[config.mk]
export PLATFORM = sky130hd
export DESIGN_NAME = dlk_link_regs
export DESIGN_NICKNAME = d
export VERILOG_FILES = /design/src/inc/dlk_pkg.sv /design/src/design/dlk_delay_timer.sv /design/src/design/dlk_timeout_wd.sv /design/src/design/dlk_link_regs.sv
export VERILOG_INCLUDE_DIRS = /design/src /design/src/inc
export SDC_FILE = /design/constraint.sdc
export NUM_CORES = 1
export LEC_CHECK = 0
export BUFFER_PORTS_ARGS = -buffer_cell sky130_fd_sc_hd__buf_2
export CORE_MARGIN = 5
export CORE_UTILIZATION = 35
export CTS_CLUSTER_DIAMETER = 80
export DETAILED_ROUTE_END_ITERATION = 8
export SETUP_SLACK_MARGIN = 0.4
export SLEW_MARGIN = 20
export SYNTH_ARGS = -nofsm -noshare
export SYNTH_HDL_FRONTEND = slang
export SYNTH_SLANG_ARGS = --single-unit
export TNS_END_PERCENT = 5
[constraint.sdc]
create_clock -name i_ref_clk -period 2.35 [get_ports i_ref_clk]
set_input_delay 0.235 -clock i_ref_clk [delete_from_list [all_inputs] [get_ports i_ref_clk]]
set_output_delay 0.235 -clock i_ref_clk [all_outputs]
set_load 0.01 [all_outputs]
[src/inc/dlk_cfg.svh]
// ============================================================
// debug link control/status bank: offsets, fields, resets, timing
// ============================================================
// included by the design file of the debug link register bank
// What this block does
// - read-only 4-bit revision in bits 7:4 of the first status register
// - error signature loads on a link error, clears when the debugger reads it
// - codes: 0 none, 1 parity, 2 stop-bit frame, 3 time-out, 4 clock recovery
// - code 6 bus/privilege error, 7 pin contention, 5 reserved
// - inter-byte delay enable adds two idle bits between load response bytes
// - parity disable ignores the parity bit and reports no parity errors
// - unless disabled, flag a time-out after 65536 cycles without response
// - response signature disable stops all response signatures
// - guard time on rx-to-tx turn: 128 cycles halving to 2; 7 reserved
// - neg-ack disable suppresses the nack on reset during load or store
// - contention detection runs while its disable bit is zero
// - link disable stops the phy, drops clock request, clears config and keys
// - user row key bit sets on decode; debugger writes it to end session
// - programming key bit sets on decode, clears when programming ready rises
// - erase key bit sets on decode, clears on the issued reset request
// - 0x59 in reset request asserts system reset; 0x00 or any other code releases it
// - a requested system reset leaves the link logic and registers untouched, save the erase key bit
// - registers reachable only through link instructions, not the processor
`ifndef DLK_CFG_SVH
`define DLK_CFG_SVH
// ============================================================
// register offsets
// ============================================================
`define DLK_OFS_REV 4'h0
`define DLK_OFS_ERR 4'h1
`define DLK_OFS_PHY 4'h2
`define DLK_OFS_FEAT 4'h3
`define DLK_OFS_KEY 4'h7
`define DLK_OFS_RESET_REQUEST_CODE 4'h8
// ============================================================
// field positions
// ============================================================
`define DLK_B_INTER_BYTE_DELAY_EN 7
`define DLK_B_PAROFF 5
`define DLK_B_TOOFF 4
`define DLK_B_RSPOFF 3
`define DLK_B_NACKOFF 4
`define DLK_B_CCOFF 3
`define DLK_B_DIS 2
`define DLK_B_UROW 5
`define DLK_B_PROG 4
`define DLK_B_ERASE 3
// ============================================================
// reset values and codes
// ============================================================
`define DLK_CTRL_RST 8'h00
`define DLK_RESET_REQUEST_CODE_RST 8'h00
`define DLK_RST_CODE 8'h59
`define DLK_RUN_CODE 8'h00
// ============================================================
// timing, in link clock cycles or bit periods
// ============================================================
`define DLK_GUARD_MAX 8'h80
`define DLK_GUARD_RSVD 3'h7
`define DLK_GAP_BITS 8'h02
`define DLK_TIMEOUT_CYC 65536
`endif

[src/inc/dlk_pkg.sv]
// ============================================================
// debug link register bank types
// ============================================================
// used through dlk_pkg:: names, never imported
package dlk_pkg;
  // error signature codes, 5 left reserved
  typedef enum logic [2:0] {
    DLK_ERR_NONE = 3'h0,
    DLK_ERR_PARITY = 3'h1,
    DLK_ERR_FRAME = 3'h2,
    DLK_ERR_TIMEOUT = 3'h3,
    DLK_ERR_CLKREC = 3'h4,
    DLK_ERR_BUS = 3'h6,
    DLK_ERR_CONTEND = 3'h7
  } dlk_err_t;
  // configuration seen by the phy
  typedef struct packed {
    logic inter_byte_delay_en;
    logic parity_off;
    logic timeout_off;
    logic rsp_off;
    logic [2:0] gt_sel;
    logic nack_off;
    logic cc_off;
  } dlk_cfg_t;
  // error pulses from the phy
  typedef struct packed {
    logic parity;
    logic frame;
    logic clkrec;
    logic bus;
  } dlk_err_evt_t;
  // key decode pulses and key status
  typedef struct packed {
    logic urow;
    logic prog;
    logic erase;
  } dlk_keys_t;
endpackage

[src/design/dlk_delay_timer.sv]
// ============================================================
// down-counting delay timer
// ============================================================
// start loads a length; each tick counts one down; busy while nonzero
`timescale 1ns/1ps
module dlk_delay_timer #(
  parameter int W = 8
) (
  input wire logic i_ref_clk, // link clock
  input wire logic i_rst, // sync reset, high
  input wire logic i_start, // load pulse
  input wire logic [W-1:0] i_len, // length in ticks
  input wire logic i_tick, // count enable
  output logic o_busy // delay running
);
  logic [W-1:0] cnt_reg, cnt_next;
  logic busy_reg, busy_next;

  // restart wins over a running count
  always_comb begin
    cnt_next = cnt_reg;
    if (i_start) begin
      cnt_next = i_len;
    end else if (i_tick && cnt_reg != '0) begin
      cnt_next = cnt_reg - 1'b1;
    end
    busy_next = (cnt_next != '0);
  end

  always_ff @(posedge i_ref_clk) begin
    if (i_rst) begin
      cnt_reg <= '0;
      busy_reg <= 1'b0;
    end else begin
      cnt_reg <= cnt_next;
      busy_reg <= busy_next;
    end
  end

  assign o_busy = busy_reg;
endmodule // dlk_delay_timer

[src/design/dlk_timeout_wd.sv]
// ============================================================
// access-layer response watchdog
// ============================================================
// armed by a request to the access layer, stopped by its answer
`timescale 1ns/1ps
module dlk_timeout_wd #(
  parameter int CYC = 65536,
  parameter int W = 17
) (
  input wire logic i_ref_clk, // link clock
  input wire logic i_rst, // sync reset, high
  input wire logic i_arm, // request sent
  input wire logic i_done, // response came
  input wire logic i_off, // detection disabled
  output logic o_expire // one-cycle time-out pulse
);
  logic act_reg, act_next;
  logic [W-1:0] cnt_reg, cnt_next;
  logic exp_reg, exp_next;

  // expire exactly CYC cycles after arming
  always_comb begin
    act_next = act_reg;
    cnt_next = cnt_reg;
    exp_next = 1'b0;
    if (i_off || i_done) begin
      act_next = 1'b0;
    end else if (i_arm) begin
      act_next = 1'b1;
      cnt_next = '0;
    end else if (act_reg) begin
      cnt_next = cnt_reg + 1'b1;
      if (cnt_reg == W'(CYC - 1)) begin
        exp_next = 1'b1;
        act_next = 1'b0;
      end
    end
  end

  always_ff @(posedge i_ref_clk) begin
    if (i_rst) begin
      act_reg <= 1'b0;
      cnt_reg <= '0;
      exp_reg <= 1'b0;
    end else begin
      act_reg <= act_next;
      cnt_reg <= cnt_next;
      exp_reg <= exp_next;
    end
  end

  assign o_expire = exp_reg;
endmodule // dlk_timeout_wd

[src/design/dlk_link_regs.sv]
// ============================================================
// debug link control and status register bank
// ============================================================
// reached only by link register instructions from the debugger;
// the phy, key decoder and system reset logic sit outside, same clock
`timescale 1ns/1ps
`include "dlk_cfg.svh"
module dlk_link_regs #(
  parameter logic [3:0] LINK_REV = 4'hA, // arbitrary revision value
  parameter int TIMEOUT_CYC = `DLK_TIMEOUT_CYC // response wait limit
) (
  input wire logic i_ref_clk, // link clock, 50 MHz
  input wire logic i_rst, // sync reset, high
  input wire logic i_reg_wr, // register store pulse
  input wire logic i_reg_rd, // register load pulse
  input wire logic [3:0] i_reg_addr, // register offset
  input wire logic [7:0] i_reg_wdata, // store data
  output logic [7:0] o_reg_rdata, // load data
  output logic o_reg_rvalid, // load data valid pulse
  input wire dlk_pkg::dlk_err_evt_t i_err, // phy error pulses
  input wire logic i_acc_req, // request to access layer
  input wire logic i_acc_rsp, // access layer answered
  input wire logic i_turnaround, // rx-to-tx switch pulse
  input wire logic i_tx_byte_done, // load response byte sent
  input wire logic i_bit_tick, // one pulse per bit period
  input wire logic i_ld_st_busy, // load or store in progress
  input wire dlk_pkg::dlk_keys_t i_key_ok, // key decode pulses
  input wire logic i_prog_ready, // system programming-ready flag
  input wire logic i_link_wake, // enable sequence seen on pin
  input wire logic i_pin_in, // link pin level, async
  input wire logic i_pin_drv, // level phy drives
  input wire logic i_pin_oe, // phy drives the pin
  output dlk_pkg::dlk_cfg_t o_cfg, // phy configuration
  output logic o_link_disable, // phy turned off
  output logic o_clk_req, // system clock request
  output logic o_link_rst, // link logic reset pulse
  output logic o_sys_rst, // system reset request
  output logic o_nack_send, // send nack pulse
  output logic o_guard_busy, // guard time running
  output logic o_tx_gap // inter-byte gap running
);
  // ============================================================
  // state
  // ============================================================
  dlk_pkg::dlk_cfg_t cfg_reg, cfg_next;
  logic [2:0] err_reg, err_next;
  dlk_pkg::dlk_keys_t key_reg, key_next;
  logic [7:0] rstq_reg, rstq_next;
  logic dis_reg, dis_next;
  logic clkreq_reg, clkreq_next;
  logic lrst_reg, lrst_next;
  logic sysrst_reg, sysrst_next;
  logic nack_reg, nack_next;
  logic [7:0] rdata_reg, rdata_next;
  logic rvalid_reg, rvalid_next;
  logic prdy_reg;
  logic pin_s1_reg, pin_s2_reg;
  logic drv_d1_reg, drv_d2_reg;
  logic oe_d1_reg, oe_d2_reg;
  logic wr_phy, wr_feat, wr_key, wr_rstq, rd_err;
  logic dis_hit, sysrst_rise, prdy_rise, contend;
  logic wd_expire, guard_busy, gap_busy;
  logic [7:0] guard_len;
  logic [7:0] feat_rd, key_rd;

  // ============================================================
  // access decode
  // ============================================================
  // no processor port exists, so only the link can reach these
  always_comb begin
    wr_phy = i_reg_wr && i_reg_addr == `DLK_OFS_PHY;
    wr_feat = i_reg_wr && i_reg_addr == `DLK_OFS_FEAT;
    wr_key = i_reg_wr && i_reg_addr == `DLK_OFS_KEY;
    wr_rstq = i_reg_wr && i_reg_addr == `DLK_OFS_RESET_REQUEST_CODE;
    rd_err = i_reg_rd && i_reg_addr == `DLK_OFS_ERR;
    dis_hit = wr_feat && i_reg_wdata[`DLK_B_DIS];
  end

  // ============================================================
  // pin sampling for contention
  // ============================================================
  // drive level delayed to line up with the two-stage synchroniser
  always_ff @(posedge i_ref_clk) begin
    if (i_rst) begin
      pin_s1_reg <= 1'b1;
      pin_s2_reg <= 1'b1;
      drv_d1_reg <= 1'b1;
      drv_d2_reg <= 1'b1;
      oe_d1_reg <= 1'b0;
      oe_d2_reg <= 1'b0;
      prdy_reg <= 1'b0;
    end else begin
      pin_s1_reg <= i_pin_in;
      pin_s2_reg <= pin_s1_reg;
      drv_d1_reg <= i_pin_drv;
      drv_d2_reg <= drv_d1_reg;
      oe_d1_reg <= i_pin_oe;
      oe_d2_reg <= oe_d1_reg;
      prdy_reg <= i_prog_ready;
    end
  end

  // skipped entirely while the disable bit is one
  assign contend = oe_d2_reg && (pin_s2_reg != drv_d2_reg) && !cfg_reg.cc_off;

  // ============================================================
  // error signature
  // ============================================================
  // same-cycle errors: highest code wins; later errors overwrite older
  always_comb begin
    err_next = err_reg;
    if (rd_err) begin
      err_next = dlk_pkg::DLK_ERR_NONE;
    end
    if (contend) begin
      err_next = dlk_pkg::DLK_ERR_CONTEND;
    end else if (i_err.bus) begin
      err_next = dlk_pkg::DLK_ERR_BUS;
    end else if (i_err.clkrec) begin
      err_next = dlk_pkg::DLK_ERR_CLKREC;
    end else if (wd_expire) begin
      err_next = dlk_pkg::DLK_ERR_TIMEOUT;
    end else if (i_err.frame) begin
      err_next = dlk_pkg::DLK_ERR_FRAME;
    end else if (i_err.parity && !cfg_reg.parity_off) begin
      err_next = dlk_pkg::DLK_ERR_PARITY;
    end
    // the last assignment above holds the newest error
  end

  // ============================================================
  // control registers, keys, reset request
  // ============================================================
  always_comb begin
    cfg_next = cfg_reg;
    dis_next = dis_reg;
    rstq_next = rstq_reg;
    if (wr_phy) begin
      cfg_next.inter_byte_delay_en = i_reg_wdata[`DLK_B_INTER_BYTE_DELAY_EN];
      cfg_next.parity_off = i_reg_wdata[`DLK_B_PAROFF];
      cfg_next.timeout_off = i_reg_wdata[`DLK_B_TOOFF];
      cfg_next.rsp_off = i_reg_wdata[`DLK_B_RSPOFF];
      cfg_next.gt_sel = i_reg_wdata[2:0];
    end
    if (wr_feat) begin
      cfg_next.nack_off = i_reg_wdata[`DLK_B_NACKOFF];
      cfg_next.cc_off = i_reg_wdata[`DLK_B_CCOFF];
    end
    if (wr_rstq) begin
      rstq_next = i_reg_wdata;
    end
    // disabling wipes phy config; only the pin wake sequence re-enables
    if (dis_hit) begin
      cfg_next = dlk_pkg::dlk_cfg_t'(`DLK_CTRL_RST);
      dis_next = 1'b1;
    end else if (i_link_wake) begin
      dis_next = 1'b0;
    end
  end

  // reserved codes store but never assert the system reset
  always_comb begin
    sysrst_next = (rstq_next == `DLK_RST_CODE);
    sysrst_rise = sysrst_next && !sysrst_reg;
    prdy_rise = i_prog_ready && !prdy_reg;
    clkreq_next = !dis_next;
    lrst_next = dis_hit;
    // only a reset issued during a transfer earns a nack
    nack_next = sysrst_rise && i_ld_st_busy && !cfg_reg.nack_off;
  end

  // key bits: a decode in the same cycle as a clear keeps the bit set, except a link disable, which clears all keys
  always_comb begin
    key_next.urow = i_key_ok.urow ||
      (key_reg.urow && !(wr_key && i_reg_wdata[`DLK_B_UROW]));
    key_next.prog = i_key_ok.prog || (key_reg.prog && !prdy_rise);
    key_next.erase = i_key_ok.erase || (key_reg.erase && !sysrst_rise);
    if (dis_hit) begin
      key_next = '0;
    end
  end

  // ============================================================
  // read path
  // ============================================================
  always_comb begin
    feat_rd = 8'h00;
    feat_rd[`DLK_B_NACKOFF] = cfg_reg.nack_off;
    feat_rd[`DLK_B_CCOFF] = cfg_reg.cc_off;
    feat_rd[`DLK_B_DIS] = dis_reg;
    key_rd = 8'h00;
    key_rd[`DLK_B_UROW] = key_reg.urow;
    key_rd[`DLK_B_PROG] = key_reg.prog;
    key_rd[`DLK_B_ERASE] = key_reg.erase;
    rvalid_next = i_reg_rd;
    rdata_next = 8'h00;
    if (i_reg_rd) begin
      case (i_reg_addr)
        `DLK_OFS_REV: rdata_next = {LINK_REV, 4'h0};
        `DLK_OFS_ERR: rdata_next = {5'h00, err_reg};
        `DLK_OFS_PHY: rdata_next = {cfg_reg.inter_byte_delay_en, 1'b0, cfg_reg.parity_off,
          cfg_reg.timeout_off, cfg_reg.rsp_off, cfg_reg.gt_sel};
        `DLK_OFS_FEAT: rdata_next = feat_rd;
        `DLK_OFS_KEY: rdata_next = key_rd;
        `DLK_OFS_RESET_REQUEST_CODE: rdata_next = rstq_reg;
        default: rdata_next = 8'h00;
      endcase
    end
  end

  // ============================================================
  // registers
  // ============================================================
  // only i_rst clears this bank; the system reset it drives clears just the erase key
  always_ff @(posedge i_ref_clk) begin
    if (i_rst) begin
      cfg_reg <= dlk_pkg::dlk_cfg_t'(`DLK_CTRL_RST);
      err_reg <= dlk_pkg::DLK_ERR_NONE;
      key_reg <= '0;
      rstq_reg <= `DLK_RESET_REQUEST_CODE_RST;
      dis_reg <= 1'b0;
      clkreq_reg <= 1'b1;
      lrst_reg <= 1'b0;
      sysrst_reg <= 1'b0;
      nack_reg <= 1'b0;
      rdata_reg <= 8'h00;
      rvalid_reg <= 1'b0;
    end else begin
      cfg_reg <= cfg_next;
      err_reg <= err_next;
      key_reg <= key_next;
      rstq_reg <= rstq_next;
      dis_reg <= dis_next;
      clkreq_reg <= clkreq_next;
      lrst_reg <= lrst_next;
      sysrst_reg <= sysrst_next;
      nack_reg <= nack_next;
      rdata_reg <= rdata_next;
      rvalid_reg <= rvalid_next;
    end
  end

  // ============================================================
  // timers
  // ============================================================
  // reserved guard setting falls back to the longest guard
  always_comb begin
    if (cfg_reg.gt_sel == `DLK_GUARD_RSVD) begin
      guard_len = `DLK_GUARD_MAX;
    end else begin
      guard_len = `DLK_GUARD_MAX >> cfg_reg.gt_sel;
    end
  end

  dlk_delay_timer #(.W(8)) u_guard (
    .i_ref_clk(i_ref_clk),
    .i_rst(i_rst),
    .i_start(i_turnaround),
    .i_len(guard_len),
    .i_tick(1'b1),
    .o_busy(guard_busy)
  );

  // gap counted in bit periods, only when the delay is enabled
  dlk_delay_timer #(.W(8)) u_gap (
    .i_ref_clk(i_ref_clk),
    .i_rst(i_rst),
    .i_start(i_tx_byte_done && cfg_reg.inter_byte_delay_en),
    .i_len(`DLK_GAP_BITS),
    .i_tick(i_bit_tick),
    .o_busy(gap_busy)
  );

  dlk_timeout_wd #(.CYC(TIMEOUT_CYC), .W(17)) u_wd (
    .i_ref_clk(i_ref_clk),
    .i_rst(i_rst),
    .i_arm(i_acc_req),
    .i_done(i_acc_rsp),
    .i_off(cfg_reg.timeout_off),
    .o_expire(wd_expire)
  );

  // ============================================================
  // outputs
  // ============================================================
  assign o_cfg = cfg_reg;
  assign o_link_disable = dis_reg;
  assign o_clk_req = clkreq_reg;
  assign o_link_rst = lrst_reg;
  assign o_sys_rst = sysrst_reg;
  assign o_nack_send = nack_reg;
  assign o_guard_busy = guard_busy;
  assign o_tx_gap = gap_busy;
  assign o_reg_rdata = rdata_reg;
  assign o_reg_rvalid = rvalid_reg;
endmodule // dlk_link_regs

Word level (Yosys, flattened, before mapping)
Index checks and enable logic that the tools add are counted.

Bits in registers: 81. Bits of input ports: 34. Output and inout port bits: 25. Logic and storage cells: 115.

Add/sub/neg operators: 3. Equality and inequality tests: 9. Shift operators: 1. Multiplexer cells: 22. Bitwise operators: 3. Reductions and logical operators: 44.

Operators with widths (number): two-way mux 8 bit (6); one-hot mux 8 bit (6 select lines) (1); two-way mux 17 bit (2); nonzero test 8 bit (4); two-way mux 3 bit (7); logical AND 1 bit (19); adder 17 x 1 -> 17 bit (second input constant) (1); equality test 17 x 16 -> 1 bit (second input constant) (1); subtractor 8 x 1 -> 8 bit (second input constant) (2); zero test 1 bit (9); equality test 4 x 2 -> 1 bit (second input constant) (2); equality test 8 x 7 -> 1 bit (second input constant) (1); >> shifter 8 x 3 -> 8 bit (first input constant) (1); nonzero test 7 bit (1); two-way mux 1 bit (6); OR reduction 2 bit (3); equality test 4 x 1 -> 1 bit (second input constant) (1); equality test 4 x 3 -> 1 bit (second input constant) (1); equality test 4 bit (second input constant) (1); zero test 4 bit (1); logical OR 1 bit (4); OR reduction 4 bit (1); equality test 3 bit (second input constant) (1); inverter 1 bit (3); 3 further kinds (3).

Logic depth before layout (Yosys ltp)
Gate-level depths: netlist (run 1).

Depth in word-level cells: 9. Depth in mapped cells: 8. Depth with buffers taken out: 8.

Cells and area by module
From an unflattened synthesis (run 1), not the netlist that was laid out.

Cell total of the unflattened synthesis: 452. Area total of the unflattened synthesis: 4124.0 um^2.

By module, submodules not included: dlk_link_regs (times used 1, cells an instance 195, area each 1901.8 um^2); dlk_delay_timer (times used 2, cells an instance 76, area each 669.4 um^2); dlk_timeout_wd (times used 1, cells an instance 105, area each 883.3 um^2).

Least setup slack after synthesis (run 1)
Ideal clock, no wire load.

Path type: flip-flop to flip-flop. Start point: register u_guard.cnt_reg[2]. End point: register u_guard.busy_reg, in the netlist u_guard.o_busy. Arrival: 1.667 ns. Setup slack: 0.545 ns. Stages on the path, launching flop included: 6. Path buffers: 0. Period minus slack after synthesis: 1.805 ns. Path through: dfxtp_1 or4_4 nor4_2 mux2_2 o21ai_0 a41oi_1.

Word-level cells in the longest chain between the ends: 4. Elaborated cells on any way between the ends: 5.

Ends and longest elaborated chain: from (decl) (line dlk_delay_timer.sv:16) `logic [W-1:0] cnt_reg, cnt_next;`; from (signal assigned) (line dlk_delay_timer.sv:35) `cnt_reg <= cnt_next;`; subtractor 8 x 1 -> 8 bit / nonzero test 8 bit (equally long branches) (line dlk_delay_timer.sv:25, dlk_delay_timer.sv:24); two-way mux 8 bit * (line dlk_delay_timer.sv:24) `end else if (i_tick && cnt_reg != '0) begin`; two-way mux 8 bit * (line dlk_delay_timer.sv:22) `if (i_start) begin`; nonzero test 8 bit * (line dlk_delay_timer.sv:27) `busy_next = (cnt_next != '0);`; to (signal assigned) (line dlk_delay_timer.sv:36) `busy_reg <= busy_next;`; to (decl) (line dlk_delay_timer.sv:17) `logic busy_reg, busy_next;`.

Mark *: on every way between the ends. The rest lies on a longest branch, timed or not. A chain may end at the register's enable or synchronous reset.

Final worst setup path (run 1)
Start point: register u_guard.cnt_reg[0]. End point: register u_guard.busy_reg, in the netlist u_guard.o_busy.

Same word-level chain as after synthesis.

==> results of run 1 <==
[Yosys cell counts, types with 2 or more instances]
master	number
a2111oi_0	2
a211o_1	2
a21o_1	3
a21oi_1	23
a22o_1	3
a22oi_1	3
a31oi_1	3
a32oi_1	2
a41oi_1	2
and2_1	4
and3_1	5
and4_1	2
buf_2	2
clkbuf_1	10
dfxtp_1	81
ha_1	6
inv_1	14
mux2_2	4
mux2i_1	19
nand2_1	22
nand2b_1	7
nand3_1	18
nand3b_1	4
nand4_1	6
nand4b_1	3
nor2_1	76
nor2b_1	10
nor3_1	13
nor3b_1	3
nor4_1	5
nor4_2	3
o21ai_0	10
o21ai_1	2
or2_2	6
or3_1	2
xnor2_1	9
xor2_1	11
[cell families after synthesis]
group / count (synthesis) / synth area share
compound gates: 63 / 0.1129
xor+xnor: 20 / 0.04790
buf+inv: 28 / 0.03045
fa+ha+maj: 6 / 0.02053
mux: 23 / 0.06432
simple gates: 198 / 0.2805
flops: 81 / 0.4434
[final cells by class]
class | count | area, um2 | area share
Sequential cell | 81 | 1622 | 0.3719
Multi-Input combinational cell | 310 | 1938 | 0.4445
Inverter | 14 | 52.55 | 0.01205
Clock buffer | 11 | 141.4 | 0.03242
Clock inverter | 5 | 78.83 | 0.01808
Tap cell | 136 | 170.2 | 0.03902
Timing Repair Buffer | 67 | 357.8 | 0.08207
[critical path, stage by stage, from the launching register on]
cell,delay (ns)
dfxtp_1,0.39
inv_1,0.11
ha_1,0.24
nor4b_4,0.15
and3b_2,0.25
o32a_1,0.35
and2_1,0.14
a41oi_1,0.19
[metal layers]
metal | vias up | global-route usage | part of all wire
met5 | - | 0 | 0
met4 | 0 | 0.03846 | 0.011
met3 | 8 | 0.04906 | 0.067
met2 | 81 | 0.2145 | 0.45
met1 | 1447 | 0.1850 | 0.47
li1 | 1597 | - | -
[worst min path at each step]
stage	slack (ns)	depth (start not counted)	start	end
2_1_floorplan	0.32	1	i_rst	o_sys_rst$_SDFF_PP0_
3_3_place_gp	0.40	1	pin_s1_reg$_SDFF_PP1_	pin_s2_reg$_SDFF_PP1_
3_5_place_dp	0.40	1	pin_s1_reg$_SDFF_PP1_	pin_s2_reg$_SDFF_PP1_
4_1_cts	0.05	2	i_pin_in	pin_s1_reg$_SDFF_PP1_
5_1_grt	0.04	2	i_pin_in	pin_s1_reg$_SDFF_PP1_
6_report	0.07	2	i_pin_drv	drv_d1_reg$_SDFF_PP1_
[through the flow]
| stage | hold WS [ns] | setup WS [ns] | area, um2 |
|---|---|---|---|
| 3_5_place_dp | 0.3969 | 0.3963 | 4126 |
| 6_report | 0.07092 | 0.4587 | 4360 |
| 3_3_place_gp | 0.4009 | 0.4725 | 4126 |
| 4_1_cts | 0.04683 | 0.4177 | 4355 |
| 5_1_grt | 0.03797 | 0.3709 | 4360 |
| 2_1_floorplan | 0.3152 | 0.5453 | 3657 |
[power by group]
group          switching, W  internal [W]
logic              0.000596      0.000518
clock network      0.000489      0.000626
registers          0.000146       0.00150
total               0.00123       0.00264
==> metrics.txt, run 1 <==
clk_skew=0.009211 ns; Fmax=about 0.53 GHz; Wirelength per Cell=~14 um; Die Wd=112.2 um; largest net degree at the start of global routing=20; worst r2r dst=u_guard.o_busy$_SDFF_PP0_; CTS buffer count=9; Setup crit start kind=flip-flop; period utilisation layout=0.8048; Post-Synthesis Mean Instance Area=8.729 um2; crit path max fanout=5; CTS tree=built; nets=approximately 520; Initial DRC Count=roughly 190; clock-pin slew on the worst setup and hold paths=about 0.08 ns; H-tree levels=3; PD cells=888.0 nW/um2; area leader, netlist=dfxtp_1; Hold Vio Cnt, Final=0; # setup viols final=0; most frequent cells in the layout=dfxtp_1 (81), nor2_1 (76), buf_2 (58), a21oi_1 (23), nand2_1 (22); Leak Pwr=about 1.9 nW; post-DR vias/cell=between 5 and 6; # IOs=59; Netlist Area Pre-Place=~3700 um2; hold buffers post-CTS=0; placed cells=around 610; worst hold path type=input pin to flip-flop; Critical Path AT=2.15 ns; post-route ant nets=0; via count=between 3,000 and 4,000; non-filler instance count after layout=between 600 and 700; Chip Height=about 110 um; Worst-Margin Slew=between 0.6 and 0.7 ns; reg2reg start=u_guard.cnt_reg[0]$_SDFF_PP0_; starting density of the core=0.3559; vias in the first global route=between 2,000 and 3,000; total track usage=0.1392; worst setup path class=flip-flop to flip-flop; top cell type's share of synthesized area=0.4434; Yosys Warn Count=0; grt ovf=0; die area=between 10,000 and 15,000 um2; Antenna Cells=0; CP endpoint kind=flip-flop; commonest non-fill, non-tap cell in the layout=dfxtp_1; synthesis-to-finish area growth=19.23%; number of synthesized register bits=a little over 80; Worst IR Drop VDD=~290 uV; max_slew headroom=0.5880; Max Root-Sink Buffers=2; Post-Synthesis Cells=419; clk_lat worst skew=0.34 ns; Placer Congestion=a little under 0.9; Core Footprint=10,280 um2; crit path to=u_guard.o_busy$_SDFF_PP0_; max-slew violations=0; Pre-antenna DRT Iters=4; share of cells above drive strength 1=0.2111; RSZ-0062 raised after global routing=yes; number of max-cap violations=0; Resized Gates After CTS=1; clock sink total=just over 80; row count=37; first-pass GRT wire length=14,350 um; Tmin final=1.891 ns; prevailing post-synth register cell=dfxtp_1; initial antenna violation count=0; Design Power=0.003872 W; Crit. Startpoint=u_guard.cnt_reg[0]$_SDFF_PP0_; final wirelength=8646 um; Fin Setup TNS=0 ns; sequential area share after synthesis=0.4434; DP HPWL=6422 um; Reg2Reg Depth=7; final core occ=0.4243; Worst Path Required=2.61 ns; outcome=complete, no violations; clock root cell=clkbuf_8; IO buf count=a little under 60; ys async rst share=0; Cell variety after synth=56; postcts setup bufs=0; Synthesized Nets=459; # DRC=0; max FFs per register=17; fillcell total=1,044; EDFF count, synth=0; Reg2Reg Setup Slack=0.46 ns; top post-synthesis cells by area=dfxtp_1 (44%), nor2_1 (7.8%), mux2i_1 (5.2%)
Note: power is estimated with default switching activity, not from simulation.
==> inputs of run 2 (changes only) <==
- clock period: 2.35 -> 1.5 ns (I/O delays scaled with it)
==> run 2 against run 1 <==
Against the previous run:
- the run now ends with negative setup slack left
- cell area rose by 18%
- count of clock-buffer cells in the layout fell by 1
- sequential power rose by 54%
- wire length rose by 12%
- critical path depth fell by 2
- via count rose by 9.6%
- first-iteration DRC count fell by 20%
- setup slack got worse by 0.75 ns
- combinational power rose by 140%
- core utilization rose by 7.8 points
- final cell count rose by 9.5%
- die area did not move
- critical path type unchanged
==> metrics.txt, run 2 (synthesized netlist as in run 1, its figures left out) <==
outcome=finished with violations; final core occ=0.5024 (+0.07816); grt ovf=0 (unchanged); M1 GR Usage=0.1957 (+0.01065); commonest non-fill, non-tap cell in the layout=nor2_1; # IOs=59 (unchanged); Critical Path AT=2.02 ns (-0.13 ns); CTS tree=built; violated checks=negative setup slack; worst hold path type=input pin to flip-flop; PD cells=1384 nW/um2 (+56%); share of cells above drive strength 1=0.4022 (+0.1911); fillcell total=1,009 (-3.4%); worst setup margin=-0.2873 ns (-0.7460 ns); DP HPWL=7131 um (+11%); Worst IR Drop VDD=563.8 uV (+97%); first-pass GRT wire length=16,150 um (+13%); Setup crit start kind=flip-flop; Core Footprint=10,280 um2 (unchanged); clk_skew=0.01041 ns (+0.001195 ns); Fin Setup TNS=-2.166 ns (-2.166 ns); M3 GR Usage=0.04313 (-0.005930); Antenna Cells=0 (unchanged); via count=3,433 (+9.6%); Tmin final=1.787 ns (-0.1040 ns); post-DR vias/cell=5.026 (+0.11%); RSZ-0062 raised after global routing=yes; Max Root-Sink Buffers=2 (unchanged); die area=12,590 um2 (unchanged); Pre-antenna DRT Iters=4 (unchanged); initial antenna violation count=1 (+1); Worst-Margin Slew=0.4042 ns (-0.2087 ns); number of max-cap violations=0 (unchanged); Crit. Startpoint=u_guard.cnt_reg[1]$_SDFF_PP0_; CTS buffer count=9 (unchanged); busiest grt layer=met2; total track usage=0.1560 (+0.01685); placed cells=662 (+8.9%); Reg2Reg Depth=5 (-2); Hold Vio Cnt, Final=0 (unchanged); Fmax=0.5595 GHz (+5.8%); largest net degree at the start of global routing=43 (+110%); Placer Congestion=0.8942 (+2.3%); post-route ant nets=0 (unchanged); final wirelength=9697 um (+12%); nets=582 (+11%); Worst Path Required=1.73 ns (-0.88 ns); vias in the first global route=3,352 (+15%); H-tree levels=3 (unchanged); setup slack at placement=-0.2855 ns (-0.6817 ns); hold_sp=i_ld_st_busy; Chip Height=112.2 um (unchanged); Initial DRC Count=149 (-20%); Wirelength per Cell=14.20 um (+2.5%); non-filler instance count after layout=683 (+9.5%); M2 GR Usage=0.2555 (+0.04092); starting density of the core=0.3559 (unchanged); clock-pin slew on the worst setup and hold paths=0.09 ns (about the same); worst setup path class=flip-flop to flip-flop; max-slew violations=0 (unchanged); Die Wd=112.2 um (unchanged); Design Power=0.007146 W (+85%); synthesis-to-finish area growth=41.19%; max FFs per register=17 (unchanged); clk_lat worst skew=0.35 ns (about the same); IO buf count=58 (unchanged); crit path max fanout=3 (-2); number of cells on the worst hold path=2 (unchanged); clock root cell=clkbuf_8; CP endpoint kind=flip-flop; row count=37 (unchanged); clock sink total=81 (unchanged); Leak Pwr=2.221 nW (+19%); period utilisation layout=1.192 (+0.3867); max_slew headroom=0.7301 (+0.1421); # setup viols final=13 (+13); most frequent cells in the layout=nor2_1 (72), dfxtp_1 (59), buf_4 (58), buf_2 (55); # DRC=0 (unchanged); reg2reg start=u_guard.cnt_reg[1]$_SDFF_PP0_
[run 2: cell count changes in the layout (fill, tap and decap cells not counted), moves of 5 or more]
| cell | delta |
|---|---|
| dfxtp_1 | -22 |
| dfxtp_2 | +19 |
| buf_4 | +49 |
| buf_6 | +8 |
| o21ai_0 | -5 |
[run 2: layout make-up]
type	count	area [um2]	area share
clock buffers	10	127.6	0.02472
clock inverters	6	115.1	0.02229
inverters	14	55.05	0.01066
multi-input cells	310	2178	0.4219
flip-flops and latches	81	1657	0.3208
well taps	136	170.2	0.03295
repair buffers	126	860.8	0.1667
[run 2: final timing paths]
kind | end | slack (ns)
min | o_nack_send$_SDFF_PP0_ | 0.02
max reg2reg | u_guard.o_busy$_SDFF_PP0_ | -0.29
min reg2reg | pin_s2_reg$_SDFF_PP1_ | 0.42
max | u_guard.o_busy$_SDFF_PP0_ | -0.29
[run 2: stage by stage]
stage / instance area, um2 / hold slack, ns
after floorplan: 3682 / 0.2302
after global placement: 4563 / 0.3380
after detailed placement: 4563 / 0.3375
final: 5164 / 0.01511
after CTS: 5020 / 0.003304
after global routing: 5164 / 0.001997
[run 2: layer usage]
metal	vias to the layer above	wire length (um)	share of wire
met5	-	13	0.0013
met4	2	215	0.022
met3	26	567	0.058
met2	87	4669	0.48
met1	1600	4231	0.44
li1	1718	-	-
[run 2: report_power, final]
| group | leakage (nW) | switching (W) | internal, W |
|---|---|---|---|
| combinational | 1.43 | 0.00127 | 0.00141 |
| sequential | 0.671 | 0.000177 | 0.00236 |
| clock | 0.117 | 0.000817 | 0.00112 |
| total | 2.22 | 0.00226 | 0.00489 |
[run 2: worst max-delay path, stage by stage, from the launching register on]
cell and delay, ns:
dfxtp_2 0.34, or4_4 0.54, nor4_2 0.15, mux2_2 0.37
o21ai_2 0.15, a41oi_2 0.12
[run 2: what timing repair did]
| action | in CTS | in global routing |
|---|---|---|
| setup endpoints to repair | 59 | 53 |
| gates resized for setup | 56 | 38 |
| hold buffers | 4 | 0 |
| cloned | 0 | 0 |
| setup buffers | 0 | 1 |
| pin swaps | 30 | 23 |
| endpoints found under the hold margin | 4 | 0 |
